## src/pcie_lss_pkg.sv

```systemverilog
`default_nettype none
package pcie_lss_pkg;
  // register indices; byte address is four times the index
  localparam logic [9:0] LINK_CTL_IDX = 10'h050;
  localparam logic [9:0] LINK_STS_IDX = 10'h052;
  localparam logic [9:0] SLOT_CAP_IDX = 10'h054;
  localparam logic [9:0] CFG_IDX      = 10'h060;
  // link control field positions
  localparam int unsigned RETRAIN_BIT = 5;
  localparam int unsigned AWB_BIT     = 9;
  localparam int unsigned BWM_EN_BIT  = 10;
  localparam int unsigned ABW_EN_BIT  = 11;
  // link status field positions
  localparam int unsigned SHCLK_BIT    = 12;
  localparam int unsigned BWM_FLAG_BIT = 14;
  localparam int unsigned ABW_FLAG_BIT = 15;
  // values after reset, speed codes and sizes
  localparam logic [3:0] SPEED_RST  = 4'h1;
  localparam logic [3:0] SPEED_GEN1 = 4'h1;
  localparam logic [3:0] SPEED_GEN2 = 4'h2;
  localparam logic [5:0] WIDTH_INIT = 6'h01;
  localparam logic [6:0] CFG_RST    = 7'h2e;
  localparam int unsigned SLOT_CAP_W = 6;
  localparam int unsigned TS_RUN_LEN = 8;
  localparam int unsigned SYNC_DEPTH = 2;

  typedef struct packed {
    logic       auto_bw;
    logic       bw_mgmt;
    logic       dl_active;
    logic       shared_clk;
    logic       training;
    logic       train_fail;
    logic [5:0] width;
    logic [3:0] speed;
  } link_status_t;

  typedef struct packed {
    logic upstream_port;
    logic lock_open;
    logic legacy_1_0a;
    logic slot_impl;
    logic dll_capable;
    logic bw_notify_capable;
    logic compat_1_1;
  } cfg_t;

  typedef struct packed {
    logic [3:0] speed;
    logic [5:0] width;
    logic       training;
    logic       train_err;
    logic       dl_active;
  } phy_status_t;

  typedef struct packed {
    logic retrain_done;
    logic reliab_change;
    logic auto_change;
  } phy_event_t;

  typedef struct packed {
    logic valid;
    logic is_ts;
    logic auto_bit;
  } ord_set_t;
endpackage
`default_nettype wire

```

## src/sync_2ff.sv

```systemverilog
`timescale 1ns/1ps
`default_nettype none
module sync_2ff
  import pcie_lss_pkg::*;
#(
  parameter int unsigned WIDTH = 2
) (
  input  wire logic             clk_i,
  input  wire logic             rst_n_i,
  input  wire logic [WIDTH-1:0] d_i,
  output logic      [WIDTH-1:0] q_o
);
  logic [WIDTH-1:0] meta;

  // first stage feeds only the second stage
  for (genvar i = 0; i < WIDTH; i++) begin : g_bit
    always_ff @(posedge clk_i or negedge rst_n_i) begin
      if (!rst_n_i) begin
        meta[i] <= 1'b0;
        q_o[i]  <= 1'b0;
      end else begin
        meta[i] <= d_i[i];
        q_o[i]  <= meta[i];
      end
    end
  end
endmodule
`default_nettype wire

```

## src/ts_run_detect.sv

```systemverilog
`timescale 1ns/1ps
`default_nettype none
module ts_run_detect
  import pcie_lss_pkg::*;
#(
  parameter int unsigned RUN_LEN = TS_RUN_LEN
) (
  input  wire logic     clk_i,
  input  wire logic     rst_n_i,
  input  wire ord_set_t os_i,
  output logic          hit_o
);
  localparam int unsigned CW = $clog2(RUN_LEN + 1);
  localparam logic [CW-1:0] LAST = CW'(RUN_LEN - 1);
  localparam logic [CW-1:0] FULL = CW'(RUN_LEN);

  logic [CW-1:0] count;

  // saturates at the run length so one run reports once
  always_ff @(posedge clk_i or negedge rst_n_i) begin
    if (!rst_n_i) begin
      count <= '0;
    end else if (os_i.valid && os_i.is_ts) begin
      if (!os_i.auto_bit) begin
        count <= '0;
      end else if (count != FULL) begin
        count <= count + 1'b1;
      end
    end
  end

  always_ff @(posedge clk_i or negedge rst_n_i) begin
    if (!rst_n_i) begin
      hit_o <= 1'b0;
    end else begin
      hit_o <= os_i.valid && os_i.is_ts && os_i.auto_bit && count == LAST;
    end
  end
endmodule
`default_nettype wire

```

## src/pcie_link_status_slot_cap_regs.sv

```systemverilog
// Function
// - width block bit stops autonomous widening
// - 1.1 mode: bandwidth bits read zero
// - bandwidth management enable raises interrupt
// - autonomous bandwidth enable raises interrupt
// - no notification capability: bandwidth bits zero
// - speed resets 1, reports 1 or 2
// - width field reports negotiated lane count
// - training flag follows training in progress
// - shared clock bit loads from straps
// - link active flag, zero without capability
// - retrain done or reliability change sets flag
// - autonomous change sets autonomous flag
// - slot bits 0..4 feature presence, reset zero
// - slot bit 5 allows surprise removal
// - no slot: slot capability reads zero
// - retrain write sends physical layer recovery
//
// Implementation choice: the APB register port.
`timescale 1ns/1ps
`default_nettype none
module pcie_link_status_slot_cap_regs
  import pcie_lss_pkg::*;
(
  input  wire logic        clk_i,
  input  wire logic        resetn_i,
  input  wire logic        psel_i,
  input  wire logic        penable_i,
  input  wire logic        pwrite_i,
  input  wire logic [11:0] paddr_i,
  input  wire logic [31:0] pwdata_i,
  output logic      [31:0] prdata_o,
  output logic             pready_o,
  output logic             pslverr_o,
  input  wire phy_status_t phy_status_i,
  input  wire phy_event_t  phy_event_i,
  input  wire ord_set_t    ord_set_i,
  input  wire logic        upstream_common_clock_in_i,
  input  wire logic        downstream_common_clock_in_i,
  output logic             autonomous_width_block_o,
  output logic             retrain_request_o,
  output logic             irq_o
);
  typedef enum logic [1:0] {CLK_WAIT0, CLK_WAIT1, CLK_LOAD, CLK_DONE} strap_t;

  logic         rst_meta;
  logic         rst_n;
  cfg_t         cfg;
  link_status_t sts;
  logic         awb;
  logic         bwm_en;
  logic         abw_en;
  logic [SLOT_CAP_W-1:0] slot_cap;
  logic [1:0]   strap_s;
  strap_t       strap_state;
  logic         ts_hit;
  logic         setup;
  logic         wr_acc;
  logic         bw_ok;
  logic         bwm_set;
  logic         abw_set;
  logic         bwm_clr;
  logic         abw_clr;
  logic [31:0]  next_rdata;
  logic         next_err;
  link_status_t sts_rd;

  always_ff @(posedge clk_i or negedge resetn_i) begin
    if (!resetn_i) begin
      rst_meta <= 1'b0;
      rst_n    <= 1'b0;
    end else begin
      rst_meta <= 1'b1;
      rst_n    <= rst_meta;
    end
  end

  sync_2ff #(
    .WIDTH(2)
  ) u_strap_sync (
    .clk_i  (clk_i),
    .rst_n_i(rst_n),
    .d_i    ({upstream_common_clock_in_i, downstream_common_clock_in_i}),
    .q_o    (strap_s)
  );

  ts_run_detect #(
    .RUN_LEN(TS_RUN_LEN)
  ) u_ts_run (
    .clk_i  (clk_i),
    .rst_n_i(rst_n),
    .os_i   (ord_set_i),
    .hit_o  (ts_hit)
  );

  assign setup    = psel_i && !penable_i;
  assign wr_acc   = psel_i && penable_i && pwrite_i;
  assign pready_o = 1'b1;
  // both 1.1 compatibility and missing capability gate the bandwidth bits
  assign bw_ok    = cfg.bw_notify_capable && !cfg.compat_1_1;

  // dl_active qualifier keeps bandwidth management events seen across DL_Down out
  assign bwm_set = bw_ok && phy_status_i.dl_active
                   && (phy_event_i.retrain_done
                       || phy_event_i.reliab_change);
  assign abw_set = bw_ok && (phy_event_i.auto_change
                   || (!cfg.upstream_port && ts_hit));
  assign bwm_clr = wr_acc && paddr_i[11:2] == LINK_STS_IDX
                   && pwdata_i[BWM_FLAG_BIT];
  assign abw_clr = wr_acc && paddr_i[11:2] == LINK_STS_IDX
                   && pwdata_i[ABW_FLAG_BIT];

  always_ff @(posedge clk_i or negedge rst_n) begin
    if (!rst_n) begin
      cfg <= cfg_t'(CFG_RST);
    end else if (wr_acc && paddr_i[11:2] == CFG_IDX) begin
      cfg <= cfg_t'(pwdata_i[6:0]);
    end
  end

  always_ff @(posedge clk_i or negedge rst_n) begin
    if (!rst_n) begin
      awb    <= 1'b0;
      bwm_en <= 1'b0;
      abw_en <= 1'b0;
    end else if (wr_acc && paddr_i[11:2] == LINK_CTL_IDX) begin
      awb    <= pwdata_i[AWB_BIT] && !cfg.compat_1_1;
      bwm_en <= pwdata_i[BWM_EN_BIT] && bw_ok;
      abw_en <= pwdata_i[ABW_EN_BIT] && bw_ok;
    end
  end

  always_ff @(posedge clk_i or negedge rst_n) begin
    if (!rst_n) begin
      retrain_request_o <= 1'b0;
    end else begin
      retrain_request_o <= wr_acc && paddr_i[11:2] == LINK_CTL_IDX
                           && pwdata_i[RETRAIN_BIT];
    end
  end

  // physical layer honours the block by narrowing only
  assign autonomous_width_block_o = awb && !cfg.compat_1_1;

  always_ff @(posedge clk_i or negedge rst_n) begin
    if (!rst_n) begin
      sts.speed <= SPEED_RST;
    end else if (phy_status_i.speed == SPEED_GEN1
                 || phy_status_i.speed == SPEED_GEN2) begin
      sts.speed <= phy_status_i.speed;
    end
  end

  always_ff @(posedge clk_i or negedge rst_n) begin
    if (!rst_n) begin
      sts.width      <= WIDTH_INIT;
      sts.training   <= 1'b0;
      sts.train_fail <= 1'b0;
      sts.dl_active  <= 1'b0;
    end else begin
      sts.width      <= phy_status_i.width;
      sts.training   <= phy_status_i.training;
      sts.train_fail <= phy_status_i.train_err && cfg.legacy_1_0a;
      sts.dl_active  <= phy_status_i.dl_active && cfg.dll_capable;
    end
  end

  // straps wait out the synchroniser before they are trusted
  always_ff @(posedge clk_i or negedge rst_n) begin
    if (!rst_n) begin
      strap_state <= CLK_WAIT0;
    end else begin
      case (strap_state)
        CLK_WAIT0: strap_state <= CLK_WAIT1;
        CLK_WAIT1: strap_state <= CLK_LOAD;
        CLK_LOAD:  strap_state <= CLK_DONE;
        CLK_DONE:  strap_state <= CLK_DONE;
        default:   strap_state <= CLK_WAIT0;
      endcase
    end
  end

  always_ff @(posedge clk_i or negedge rst_n) begin
    if (!rst_n) begin
      sts.shared_clk <= 1'b0;
    end else if (strap_state == CLK_LOAD) begin
      sts.shared_clk <= cfg.upstream_port ? strap_s[1] : strap_s[0];
    end else if (wr_acc && paddr_i[11:2] == LINK_STS_IDX && cfg.lock_open) begin
      sts.shared_clk <= pwdata_i[SHCLK_BIT];
    end
  end

  always_ff @(posedge clk_i or negedge rst_n) begin
    if (!rst_n) begin
      sts.bw_mgmt <= 1'b0;
      sts.auto_bw <= 1'b0;
    end else begin
      sts.bw_mgmt <= bw_ok && ((sts.bw_mgmt && !bwm_clr) || bwm_set);
      sts.auto_bw <= bw_ok && ((sts.auto_bw && !abw_clr) || abw_set);
    end
  end

  always_ff @(posedge clk_i or negedge rst_n) begin
    if (!rst_n) begin
      slot_cap <= '0;
    end else if (!cfg.slot_impl) begin
      slot_cap <= '0;
    end else if (wr_acc && paddr_i[11:2] == SLOT_CAP_IDX && cfg.lock_open) begin
      slot_cap <= pwdata_i[SLOT_CAP_W-1:0];
    end
  end

  always_ff @(posedge clk_i or negedge rst_n) begin
    if (!rst_n) begin
      irq_o <= 1'b0;
    end else begin
      irq_o <= (bwm_en && sts.bw_mgmt) || (abw_en && sts.auto_bw);
    end
  end

  always_comb begin
    sts_rd         = sts;
    sts_rd.bw_mgmt = sts.bw_mgmt && bw_ok;
    sts_rd.auto_bw = sts.auto_bw && bw_ok;
    next_err       = 1'b0;
    next_rdata     = 32'h0000_0000;
    case (paddr_i[11:2])
      LINK_CTL_IDX: begin
        next_rdata[AWB_BIT]    = awb && !cfg.compat_1_1;
        next_rdata[BWM_EN_BIT] = bwm_en && bw_ok;
        next_rdata[ABW_EN_BIT] = abw_en && bw_ok;
      end
      LINK_STS_IDX: begin
        next_rdata[15:0] = sts_rd;
      end
      SLOT_CAP_IDX: begin
        next_rdata[SLOT_CAP_W-1:0] = cfg.slot_impl ? slot_cap : '0;
      end
      CFG_IDX: begin
        next_rdata[6:0] = cfg;
      end
      default: begin
        next_err = 1'b1;
      end
    endcase
  end

  // answer is prepared at setup so data leaves a flop
  always_ff @(posedge clk_i or negedge rst_n) begin
    if (!rst_n) begin
      prdata_o  <= 32'h0000_0000;
      pslverr_o <= 1'b0;
    end else if (setup) begin
      prdata_o  <= pwrite_i ? 32'h0000_0000 : next_rdata;
      pslverr_o <= next_err;
    end
  end

  a_retrain_pulse: assert property (@(posedge clk_i) disable iff (!rst_n)
    (wr_acc && paddr_i[11:2] == LINK_CTL_IDX && pwdata_i[RETRAIN_BIT])
    |=> retrain_request_o ##1 !retrain_request_o || $past(wr_acc))
    else $error("retrain write gave no pulse");

  a_bw_set_wins: assert property (@(posedge clk_i) disable iff (!rst_n)
    (bwm_set && bwm_clr) |=> sts.bw_mgmt)
    else $error("clear beat a bandwidth event");

  a_compat_zero: assert property (@(posedge clk_i) disable iff (!rst_n)
    $past(cfg.compat_1_1) && cfg.compat_1_1
    |-> !sts.bw_mgmt && !sts.auto_bw && !autonomous_width_block_o)
    else $error("bandwidth bits live in 1.1 mode");

  a_speed_legal: assert property (@(posedge clk_i) disable iff (!rst_n)
    sts.speed == SPEED_GEN1 || sts.speed == SPEED_GEN2)
    else $error("reserved speed code shown");

  a_training_follow: assert property (@(posedge clk_i) disable iff (!rst_n)
    phy_status_i.training |=> sts.training)
    else $error("training flag lags");

  a_dll_gate: assert property (@(posedge clk_i) disable iff (!rst_n)
    !$past(cfg.dll_capable) |-> !sts.dl_active)
    else $error("link active without capability");

  a_slot_masked: assert property (@(posedge clk_i) disable iff (!rst_n)
    !$past(cfg.slot_impl) |-> slot_cap == '0)
    else $error("slot bits set without slot");

  a_irq_cause: assert property (@(posedge clk_i) disable iff (!rst_n)
    (bwm_en && sts.bw_mgmt) |=> irq_o)
    else $error("bandwidth interrupt missing");

  a_ts_sets_flag: assert property (@(posedge clk_i) disable iff (!rst_n)
    (ts_hit && !cfg.upstream_port && bw_ok) |=> sts.auto_bw)
    else $error("TS run did not set flag");
endmodule
`default_nettype wire

```

## config.mk

```make
export PLATFORM = sky130hd
export DESIGN_NAME = pcie_link_status_slot_cap_regs
export DESIGN_NICKNAME = d
export VERILOG_FILES = /design/src/pcie_lss_pkg.sv /design/src/sync_2ff.sv /design/src/ts_run_detect.sv /design/src/pcie_link_status_slot_cap_regs.sv
export SDC_FILE = /design/constraint.sdc
export NUM_CORES = 1
export LEC_CHECK = 0
export BUFFER_PORTS_ARGS = -buffer_cell sky130_fd_sc_hd__buf_2
export CAP_MARGIN = 5
export CORE_ASPECT_RATIO = 1.75
export CORE_UTILIZATION = 35
export CTS_CLUSTER_DIAMETER = 200
export CTS_CLUSTER_SIZE = 40
export DETAILED_ROUTE_END_ITERATION = 8
export PLACE_DENSITY = 0.66
export SLEW_MARGIN = 20
export SYNTH_ARGS = -nofsm -noshare
export SYNTH_HDL_FRONTEND = slang
export SYNTH_SLANG_ARGS = --single-unit
```

## constraint.sdc

```tcl
create_clock -name clk_i -period 2.05 [get_ports clk_i]
set_input_delay 0 -clock clk_i [delete_from_list [all_inputs] [get_ports clk_i]]
set_output_delay 0 -clock clk_i [all_outputs]
set_load 0.05 [all_outputs]
```

== Yosys cells after proc, flatten, opt, wreduce, memory -nomap -nowiden ==
Index checks and enable logic that the tools add are counted.

* Output and inout port bits: 37
* Input bits: 70
* Register bits after elaboration: 80

* Reductions and logical operators: 52
* Add/sub/neg operators: 1
* Eq/ne operators: 13
* Mux-type cells: 16

{| class="wikitable"
|+ Operators by type and width
! kind !! count
|-
| 10-bit by 7-bit == test with 1-bit output, second input constant || 4
|-
| 1-bit logical AND || 36
|-
| 6-bit 2-to-1 mux || 3
|-
| 6-bit one-hot mux with 3 select lines || 1
|-
| 16-bit 2-to-1 mux || 1
|-
| 4-bit 2-to-1 mux || 3
|-
| 1-bit logical OR || 6
|-
| 2-bit one-hot mux with 3 select lines || 1
|-
| 3-bit one-hot mux with 2 select lines || 1
|-
| 1-bit logical NOT || 5
|-
| 4-bit by 1-bit adder with 4-bit output, second input constant || 1
|-
| 2-bit == test, second input constant || 2
|-
| 4-bit by 1-bit == test with 1-bit output, second input constant || 1
|-
| 4-bit by 2-bit == test with 1-bit output, second input constant || 1
|-
| 4-bit by 3-bit == test with 1-bit output, second input constant || 1
|-
| 1-bit 2-to-1 mux || 4
|-
| 2-bit by 1-bit != test with 1-bit output, second input constant || 2
|-
| 4-bit != test, second input constant || 1
|-
| 4-bit OR reduction || 1
|-
| 2-bit by 1-bit == test with 1-bit output, second input constant || 1
|-
| 2-bit logical NOT || 1
|-
| 2-bit 2-to-1 mux || 1
|-
| 1-bit one-hot mux with 2 select lines || 1
|-
| 2-bit AND reduction || 1
|-
| 2 further kinds || 2
|}

== Longest topological paths before layout ==
Gate-level depths: netlist of the first run.

* Depth after elaboration: 8
* Depth in mapped cells: 6
* Gate-level depth less buffers: 6

== Cells and area by module ==
A second synthesis of the first run with hierarchy kept.

* Cell total of the unflattened synthesis: 256
* Area, all modules: 2889.0 µm²

{| class="wikitable"
|+ Modules (own cells, without submodules)
! module !! area each (µm²) !! times used !! cells each
|-
| pcie_link_status_slot_cap_regs || 2517.4 || 1 || 224
|-
| ts_run_detect || 271.5 || 1 || 28
|-
| sync_2ff || 100.1 || 1 || 4
|}

== Worst setup path after synthesis of the first run ==
No wires, ideal clock.

* Kind: input port to flip-flop
* From: input port paddr_i[9]
* To: register sts[12] (netlist name)
* Setup slack: 0.573 ns
* Buffers on the path: 1
* Stages: 5
* Arrival: 1.353 ns
* Data required time: 1.926 ns
* Path through: or4b_1 buf_4 nor4_4 a21boi_1 o31a_1

* Longest elaborated chain between the ends: 4

{| class="wikitable"
|+ Ends and longest elaborated chain
! element !! RTL line !! source
|-
| from (decl) || pcie_link_status_slot_cap_regs.sv:30 || <nowiki>input wire logic [11:0] paddr_i,</nowiki>
|-
| 10-bit by 7-bit == test with 1-bit output || pcie_link_status_slot_cap_regs.sv:188 || <nowiki>end else if (wr_acc && paddr_i[11:2] == LINK_STS_IDX && cfg.lock_open) begin</nowiki>
|-
| 1-bit logical AND (2 in series) || pcie_link_status_slot_cap_regs.sv:188 ||
|-
| 2-bit nonzero test (no line) || - ||
|-
| to (decl) || pcie_link_status_slot_cap_regs.sv:49 || <nowiki>link_status_t sts;</nowiki>
|}

Every way passes these cells.
A chain may end at the register's enable or synchronous reset.

== Worst setup path after layout of the first run ==
* From: register cfg[3] (netlist name)
* To: register prdata_o[3]

* Longest elaborated chain between the ends: 3

{| class="wikitable"
|+ Ends and longest elaborated chain
! element !! RTL line !! source
|-
| from (decl) || pcie_link_status_slot_cap_regs.sv:48 || <nowiki>cfg_t cfg;</nowiki>
|-
| from (signal assigned) || pcie_link_status_slot_cap_regs.sv:115 || <nowiki>cfg <= cfg_t'(CFG_RST);</nowiki>
|-
| from (signal assigned) || pcie_link_status_slot_cap_regs.sv:117 || <nowiki>cfg <= cfg_t'(pwdata_i[6:0]);</nowiki>
|-
| 6-bit 2-to-1 mux || pcie_link_status_slot_cap_regs.sv:237 || <nowiki>next_rdata[SLOT_CAP_W-1:0] = cfg.slot_impl ? slot_cap : '0;</nowiki>
|-
| 6-bit one-hot mux with 3 select lines * || pcie_link_status_slot_cap_regs.sv:227 || <nowiki>case (paddr_i[11:2])</nowiki>
|-
| 16-bit 2-to-1 mux * || pcie_link_status_slot_cap_regs.sv:254 || <nowiki>prdata_o <= pwrite_i ? 32'h0000_0000 : next_rdata;</nowiki>
|-
| to (signal assigned) || pcie_link_status_slot_cap_regs.sv:254 ||
|-
| to (decl) || pcie_link_status_slot_cap_regs.sv:32 || <nowiki>output logic [31:0] prdata_o,</nowiki>
|}

Mark *: on every way between the ends. The rest lies on a longest branch, timed or not.

==> results.sh, run 1 <==
export IMPL_r2r_start="cfg[3]"
export IMPL_vias=2200
export IMPL_clkSlewWorstSetupHoldPaths_ps=50
export IMPL_peakVddDrop_v=0.000419
export IMPL_yosysTopAreaCell="dfrtp_1"
export IMPL_finalClockSkew_ps=6.44
export IMPL_swShare_pct=22.8
export IMPL_drtIter0Drc=115
export IMPL_tritoncts="yes"
export IMPL_p_seq_share_pct=42.3
export IMPL_grt_max_degree=63
export IMPL_grt_use_total_pct=16.0
export IMPL_area_growth_syn_to_layout_pct=34.5
export IMPL_cts_buffers=9
export IMPL_rsz0062_at_grt="no"
export IMPL_worst_setup_path_end_kind="flop"
export IMPL_antenna_cells=0
export IMPL_die_x_um=70.5
export IMPL_holdCritPathClass="in -> reg"
export IMPL_period_minus_slack_ps=1470
export IMPL_viasPerCell=4.87
export IMPL_synth_cell_area_um2=2870
export IMPL_core_area_um2=7960
export IMPL_initial_core_util_pct=36.1
export IMPL_p_int_w=0.00240
export IMPL_final_core_util_pct=48.5
export IMPL_hpwl_um=4670
export IMPL_p_sw_w=0.000709
export IMPL_grt_first_pass_wirelength_um=10400
export IMPL_cts_root_buf="clkbuf_16"
export IMPL_place_gp_congestion=0.784
export IMPL_power_frac_comb_pct=8.8
export IMPL_io_buffers=68
export IMPL_synthesis_instances=252
export IMPL_placed_cell_area_um2=3280
export IMPL_status="finished, violations left"
export IMPL_cap_violations=0
export IMPL_syn_avg_cell_area_um2=11.4
export IMPL_firstDrtPassIters=7
export IMPL_path_max_fanout=15
export IMPL_synth_seq_cells=64
export IMPL_worst_slew_pin_slew_ps=592
export IMPL_fmax_mhz=681
export IMPL_startpoint="cfg[3]"
export IMPL_violations="DRC"
export IMPL_clock_path_buffers=2
export IMPL_clkSinkCount=64
export IMPL_ctsHtreeMaxLevel=3
export IMPL_synth_edff_count=0
export IMPL_path_class="reg -> reg"
export IMPL_setup_tns_ps=0
export IMPL_clk_latency_ps=330
export IMPL_finalWirelength_um=6400
export IMPL_powerDensity_nw_per_um2=805
export IMPL_die_area_um2=8590
export IMPL_synth_top_area_share_pct=50.5
export IMPL_setup_viol=0
export IMPL_synth_seq_area_share_pct=56.0
export IMPL_synthTopCellsByArea="dfrtp_1, dfstp_2, buf_4, nand2_1, mux2i_1"
export IMPL_async_reset_ff_share_pct=100
export IMPL_rows=43
export IMPL_grt_pass1_vias=2177
export IMPL_finalCritPeriodShare_pct=71.7
export IMPL_hold_viol_final=0
export IMPL_max_slew_margin_pct=60.5
export IMPL_wire_per_inst_um=14.2
export IMPL_p_leak_nw=1.88
export IMPL_cp_required_ps=2280
export IMPL_crit_arrival_ps=1700
export IMPL_antenna_found_initial=0
export IMPL_antenna_left=0
export IMPL_die_y_um=122
export IMPL_drive_above_1_share_pct=31.5
export IMPL_start_kind="flop"
export IMPL_pwr_share_clk_pct=48.9
export IMPL_grt_overflow=0
export IMPL_hp_start="ord_set_i[0]"
export IMPL_nets=429
export IMPL_ys_types=44
export IMPL_slew_violations=0
export IMPL_io_pins=107
export IMPL_route_detailed_drc=14
export IMPL_yosysWarnings=0
export IMPL_synth_ff_type="dfrtp_1"
export IMPL_fin_area_um2=3860
cell usage in the layout, fill, tap and decap left out, drive strengths merged, types with 9 or more instances in the layout:
master       instances
buf                 74
conb                18
clkbuf              13
mux2                 9
o21ai               15
dlygate4sd3         28
a22o                10
nand2               32
dfrtp               58
a22oi                9
mux2i               11
registers in the layout, indices dropped and copies added, names as in the netlist, 2 cells and up:
name               count
slot_cap               6
u_ts_run.count         4
sts                   16
strap_state            2
u_strap_sync.q_o       2
cfg                    7
u_strap_sync.meta      2
prdata_o              16
power by group through the flow:
stage / sequential (W) / clock, W / combinational, W
finish: 0.00132 / 0.00152 / 0.000274
global route: 0.00132 / 0.00162 / 0.000301
CTS: 0.00131 / 0.00155 / 0.000277
detailed placement: 0.00134 / 0 / 0.000236
global placement: 0.00133 / 0 / 0.000230
floorplan: 0.00135 / 0 / 0.000159
per-layer routing:
metal	track usage (%)	vias to the layer above	part of all wire, %
li1	-	1061	-
met1	16.7	1071	37
met2	29.6	57	57
met3	4.05	11	3.8
met4	7.91	0	2.0
met5	0	-	0
cell type report:
type | instances | area (um2)
sequential | 64 | 1610
fill | 761 | 4100
clock buffer | 13 | 260
multi-input combinational | 173 | 1140
tap | 90 | 113
clock inverter | 3 | 40.0
timing repair buffer | 102 | 678
inverter | 7 | 26.3
path summary, 6_finish.rpt:
check | to | slack, ps | depth (start not counted)
setup reg to reg | prdata_o[3] | 580 | 4
setup / recovery | prdata_o[3] | 580 | 4
hold reg to reg | u_ts_run.count[3] | 280 | 1
hold / removal | u_ts_run.count[3] | 20 | 3
max in group asynchronous | rst_n | 1390 | 3
min in group asynchronous | u_ts_run.count[3] | 280 | 1
cell usage after synthesis, types with 4 or more instances:
cell type,number
mux2_2,8
nand2b_1,7
inv_1,7
mux2i_1,11
dfstp_2,6
nor2b_1,6
buf_4,19
a22o_1,10
clkbuf_1,4
and2_1,4
nand3_1,4
a22oi_1,9
dfrtp_1,58
nand2_1,31
a21oi_1,6
and3_1,4
nor2_1,7
o21ai_0,15
per-stage QoR:
stage	worst slack, ps	hold WS [ps]	total power [W]	std cells
after floorplan	146	-296	0.00151	268
after global placement	268	-214	0.00156	408
after detailed placement	237	-213	0.00157	408
after CTS	566	11.7	0.00314	452
after global routing	478	36.7	0.00324	452
final	581	19.6	0.00311	452
cells by family after synthesis:
group                      count (synthesis)  share of synthesized area [%]
buffers and inverters                     31                           6.53
xor gates and xnor gates                   1                          0.305
adders and majority gates                  2                          0.871
muxes                                     20                           7.49
DFF                                       64                           56.0
other                                      2                          0.261
AOI/OAI and AO/OA                         50                           11.8
and+or+nand+nor                           82                           16.7
worst max-delay path, cell delays in order (launching register included):
cell and delay [ps]:
dfstp_2 670, and3b_1 300, a22o_1 160, a22oi_1 60, o21ai_0 190
repair_timing:
item,in CTS,in global routing
hold buffers,28,0
gates resized for setup,0,0
buffers inserted,0,0
hold endpoints to repair,33,0
(Power assumes the default switching activity.)
==> run 2, diff against run 1 <==
Settings changed: PLACE_DENSITY 0.66 to 0.64.
Clock period 2.05 ns to 1.5 ns, I/O delays scaled along.
==> run 2 against run 1 <==
Effect of this change: the run still ends with DRC left; clock power increased by 39%; critical path depth decreased by 1; cell count increased by 3.1%; sequential share of layout area decreased by 1.4 points; flip-flop and latch count unchanged; largest power group unchanged.
==> results.sh, run 2 (synthesized netlist as in run 1, its figures left out) <==
export IMPL_status="finished, violations left"
export IMPL_violations="DRC"
export IMPL_core_area_um2=7960
export IMPL_wire_per_inst_um=14.0
export IMPL_antenna_cells=0
export IMPL_finalWirelength_um=6540
export IMPL_die_y_um=122
export IMPL_ctsHtreeMaxLevel=3
export IMPL_drtIter0Drc=83
export IMPL_rsz0062_at_grt="no"
export IMPL_place_inst=423
export IMPL_tritoncts="yes"
export IMPL_setup_viol=0
export IMPL_antenna_left=0
export IMPL_grt_first_pass_wirelength_um=10400
export IMPL_clock_path_buffers=2
export IMPL_start_kind="flop"
export IMPL_io_buffers=68
export IMPL_area_growth_syn_to_layout_pct=39.1
export IMPL_initial_core_util_pct=36.1
export IMPL_cts_resized=0
export IMPL_clk_latency_ps=330
export IMPL_worst_setup_path_end_kind="flop"
export IMPL_die_x_um=70.5
export IMPL_firstDrtPassIters=6
export IMPL_grt_max_degree=20
export IMPL_period_minus_slack_ps=1400
export IMPL_path_max_fanout=2
export IMPL_grt_pass1_vias=2309
export IMPL_setup_tns_ps=0
export IMPL_holdCritPathClass="in -> reg"
export IMPL_dp_slack_ps=-186
export IMPL_antenna_found_initial=0
export IMPL_fillers=747
export IMPL_rrSetupSlack_ps=100
export IMPL_viasPerCell=4.87
export IMPL_cap_violations=0
export IMPL_clkSlewWorstSetupHoldPaths_ps=50
export IMPL_place_gp_congestion=0.779
export IMPL_reg_top3="prdata_o x16, sts x16, cfg x7"
export IMPL_vias=2271
export IMPL_p_leak_nw=1.97
export IMPL_cp_required_ps=1770
export IMPL_fmax_mhz=716
export IMPL_rows=43
export IMPL_final_common_cell="buf_2"
export IMPL_cts_root_buf="clkbuf_16"
export IMPL_hpwl_um=4830
export IMPL_finalCritPeriodShare_pct=93.1
export IMPL_setup_ws_ps=103
export IMPL_placed_cell_area_um2=3410
export IMPL_io_pins=107
export IMPL_grt_overflow=0
export IMPL_die_area_um2=8590
export IMPL_layoutNonFillerInstCount=466
export IMPL_nets=444
export IMPL_cts_buffers=9
export IMPL_peakVddDrop_v=0.000718
export IMPL_clkSinkCount=64
export IMPL_powerDensity_nw_per_um2=1080
export IMPL_crit_arrival_ps=1670
export IMPL_finalClockSkew_ps=6.37
export IMPL_slew_violations=0
export IMPL_most_common_layout_cells="buf_2, dfrtp_1, nand2_1, dlygate4sd3_1, buf_4"
export IMPL_hold_viol_final=0
export IMPL_drive_above_1_share_pct=34.6
export IMPL_fin_area_um2=4000
export IMPL_grt_use_total_pct=16.5
export IMPL_path_class="reg -> reg"
export IMPL_route_detailed_drc=12
-- run 2: worst paths after layout --
check,startpoint,to,cells after the start
max in group asynchronous,rst_n,cfg[1],1
max,sts[0],sts[0],3
min in group asynchronous,rst_n,sts[5],0
min,ord_set_i[0],u_ts_run.count[3],3
max reg2reg,sts[0],sts[0],3
min reg2reg,rst_n,sts[5],0
-- run 2: metrics by stage --
stage	util (%)	power [W]	hold slack (ps)
6_report	50.2	0.00430	8.27
5_1_grt	50.2	0.00445	19.2
4_1_cts	50.2	0.00436	0.938
3_5_place_dp	42.8	0.00216	-214
3_3_place_gp	42.8	0.00215	-214
2_1_floorplan	-	0.00206	-296
-- run 2: repair_timing --
item,CTS,global route
setup buffers,0,0
hold buffers,28,0
setup endpoints to repair,0,0
endpoints found under the hold margin,33,0
-- run 2: critical path, cell delays in order (launching register included) --
cell and delay, ps:
dfstp_2 530, inv_1 60, o22ai_1 170, dlygate4sd3_1 570
-- run 2: final cells by class --
type                            count  area (um2)  area share, %
Tap cell                           90         113           2.82
Inverter                            7        26.3          0.657
Clock inverter                      3        40.0           1.00
Sequential cell                    64        1610           40.3
Clock buffer                       12         267           6.67
Timing Repair Buffer              117         803           20.1
Multi-Input combinational cell    173        1140           28.5
-- run 2: power by group --
part	internal (W)	leakage, nW	switching, W
Combinational	0.000154	0.999	0.000227
Clock	0.00140	0.154	0.000708
Sequential	0.00177	0.813	0.0000366
-- run 2: layer usage --
metal | routed length [um] | share of wire, % | vias up | track usage (%)
met3 | 276 | 4.2 | 12 | 4.05
met2 | 3620 | 55 | 64 | 31.1
met1 | 2470 | 38 | 1103 | 16.0
met4 | 182 | 2.8 | 0 | 9.44
li1 | - | - | 1092 | -
met5 | 0 | 0 | - | 0
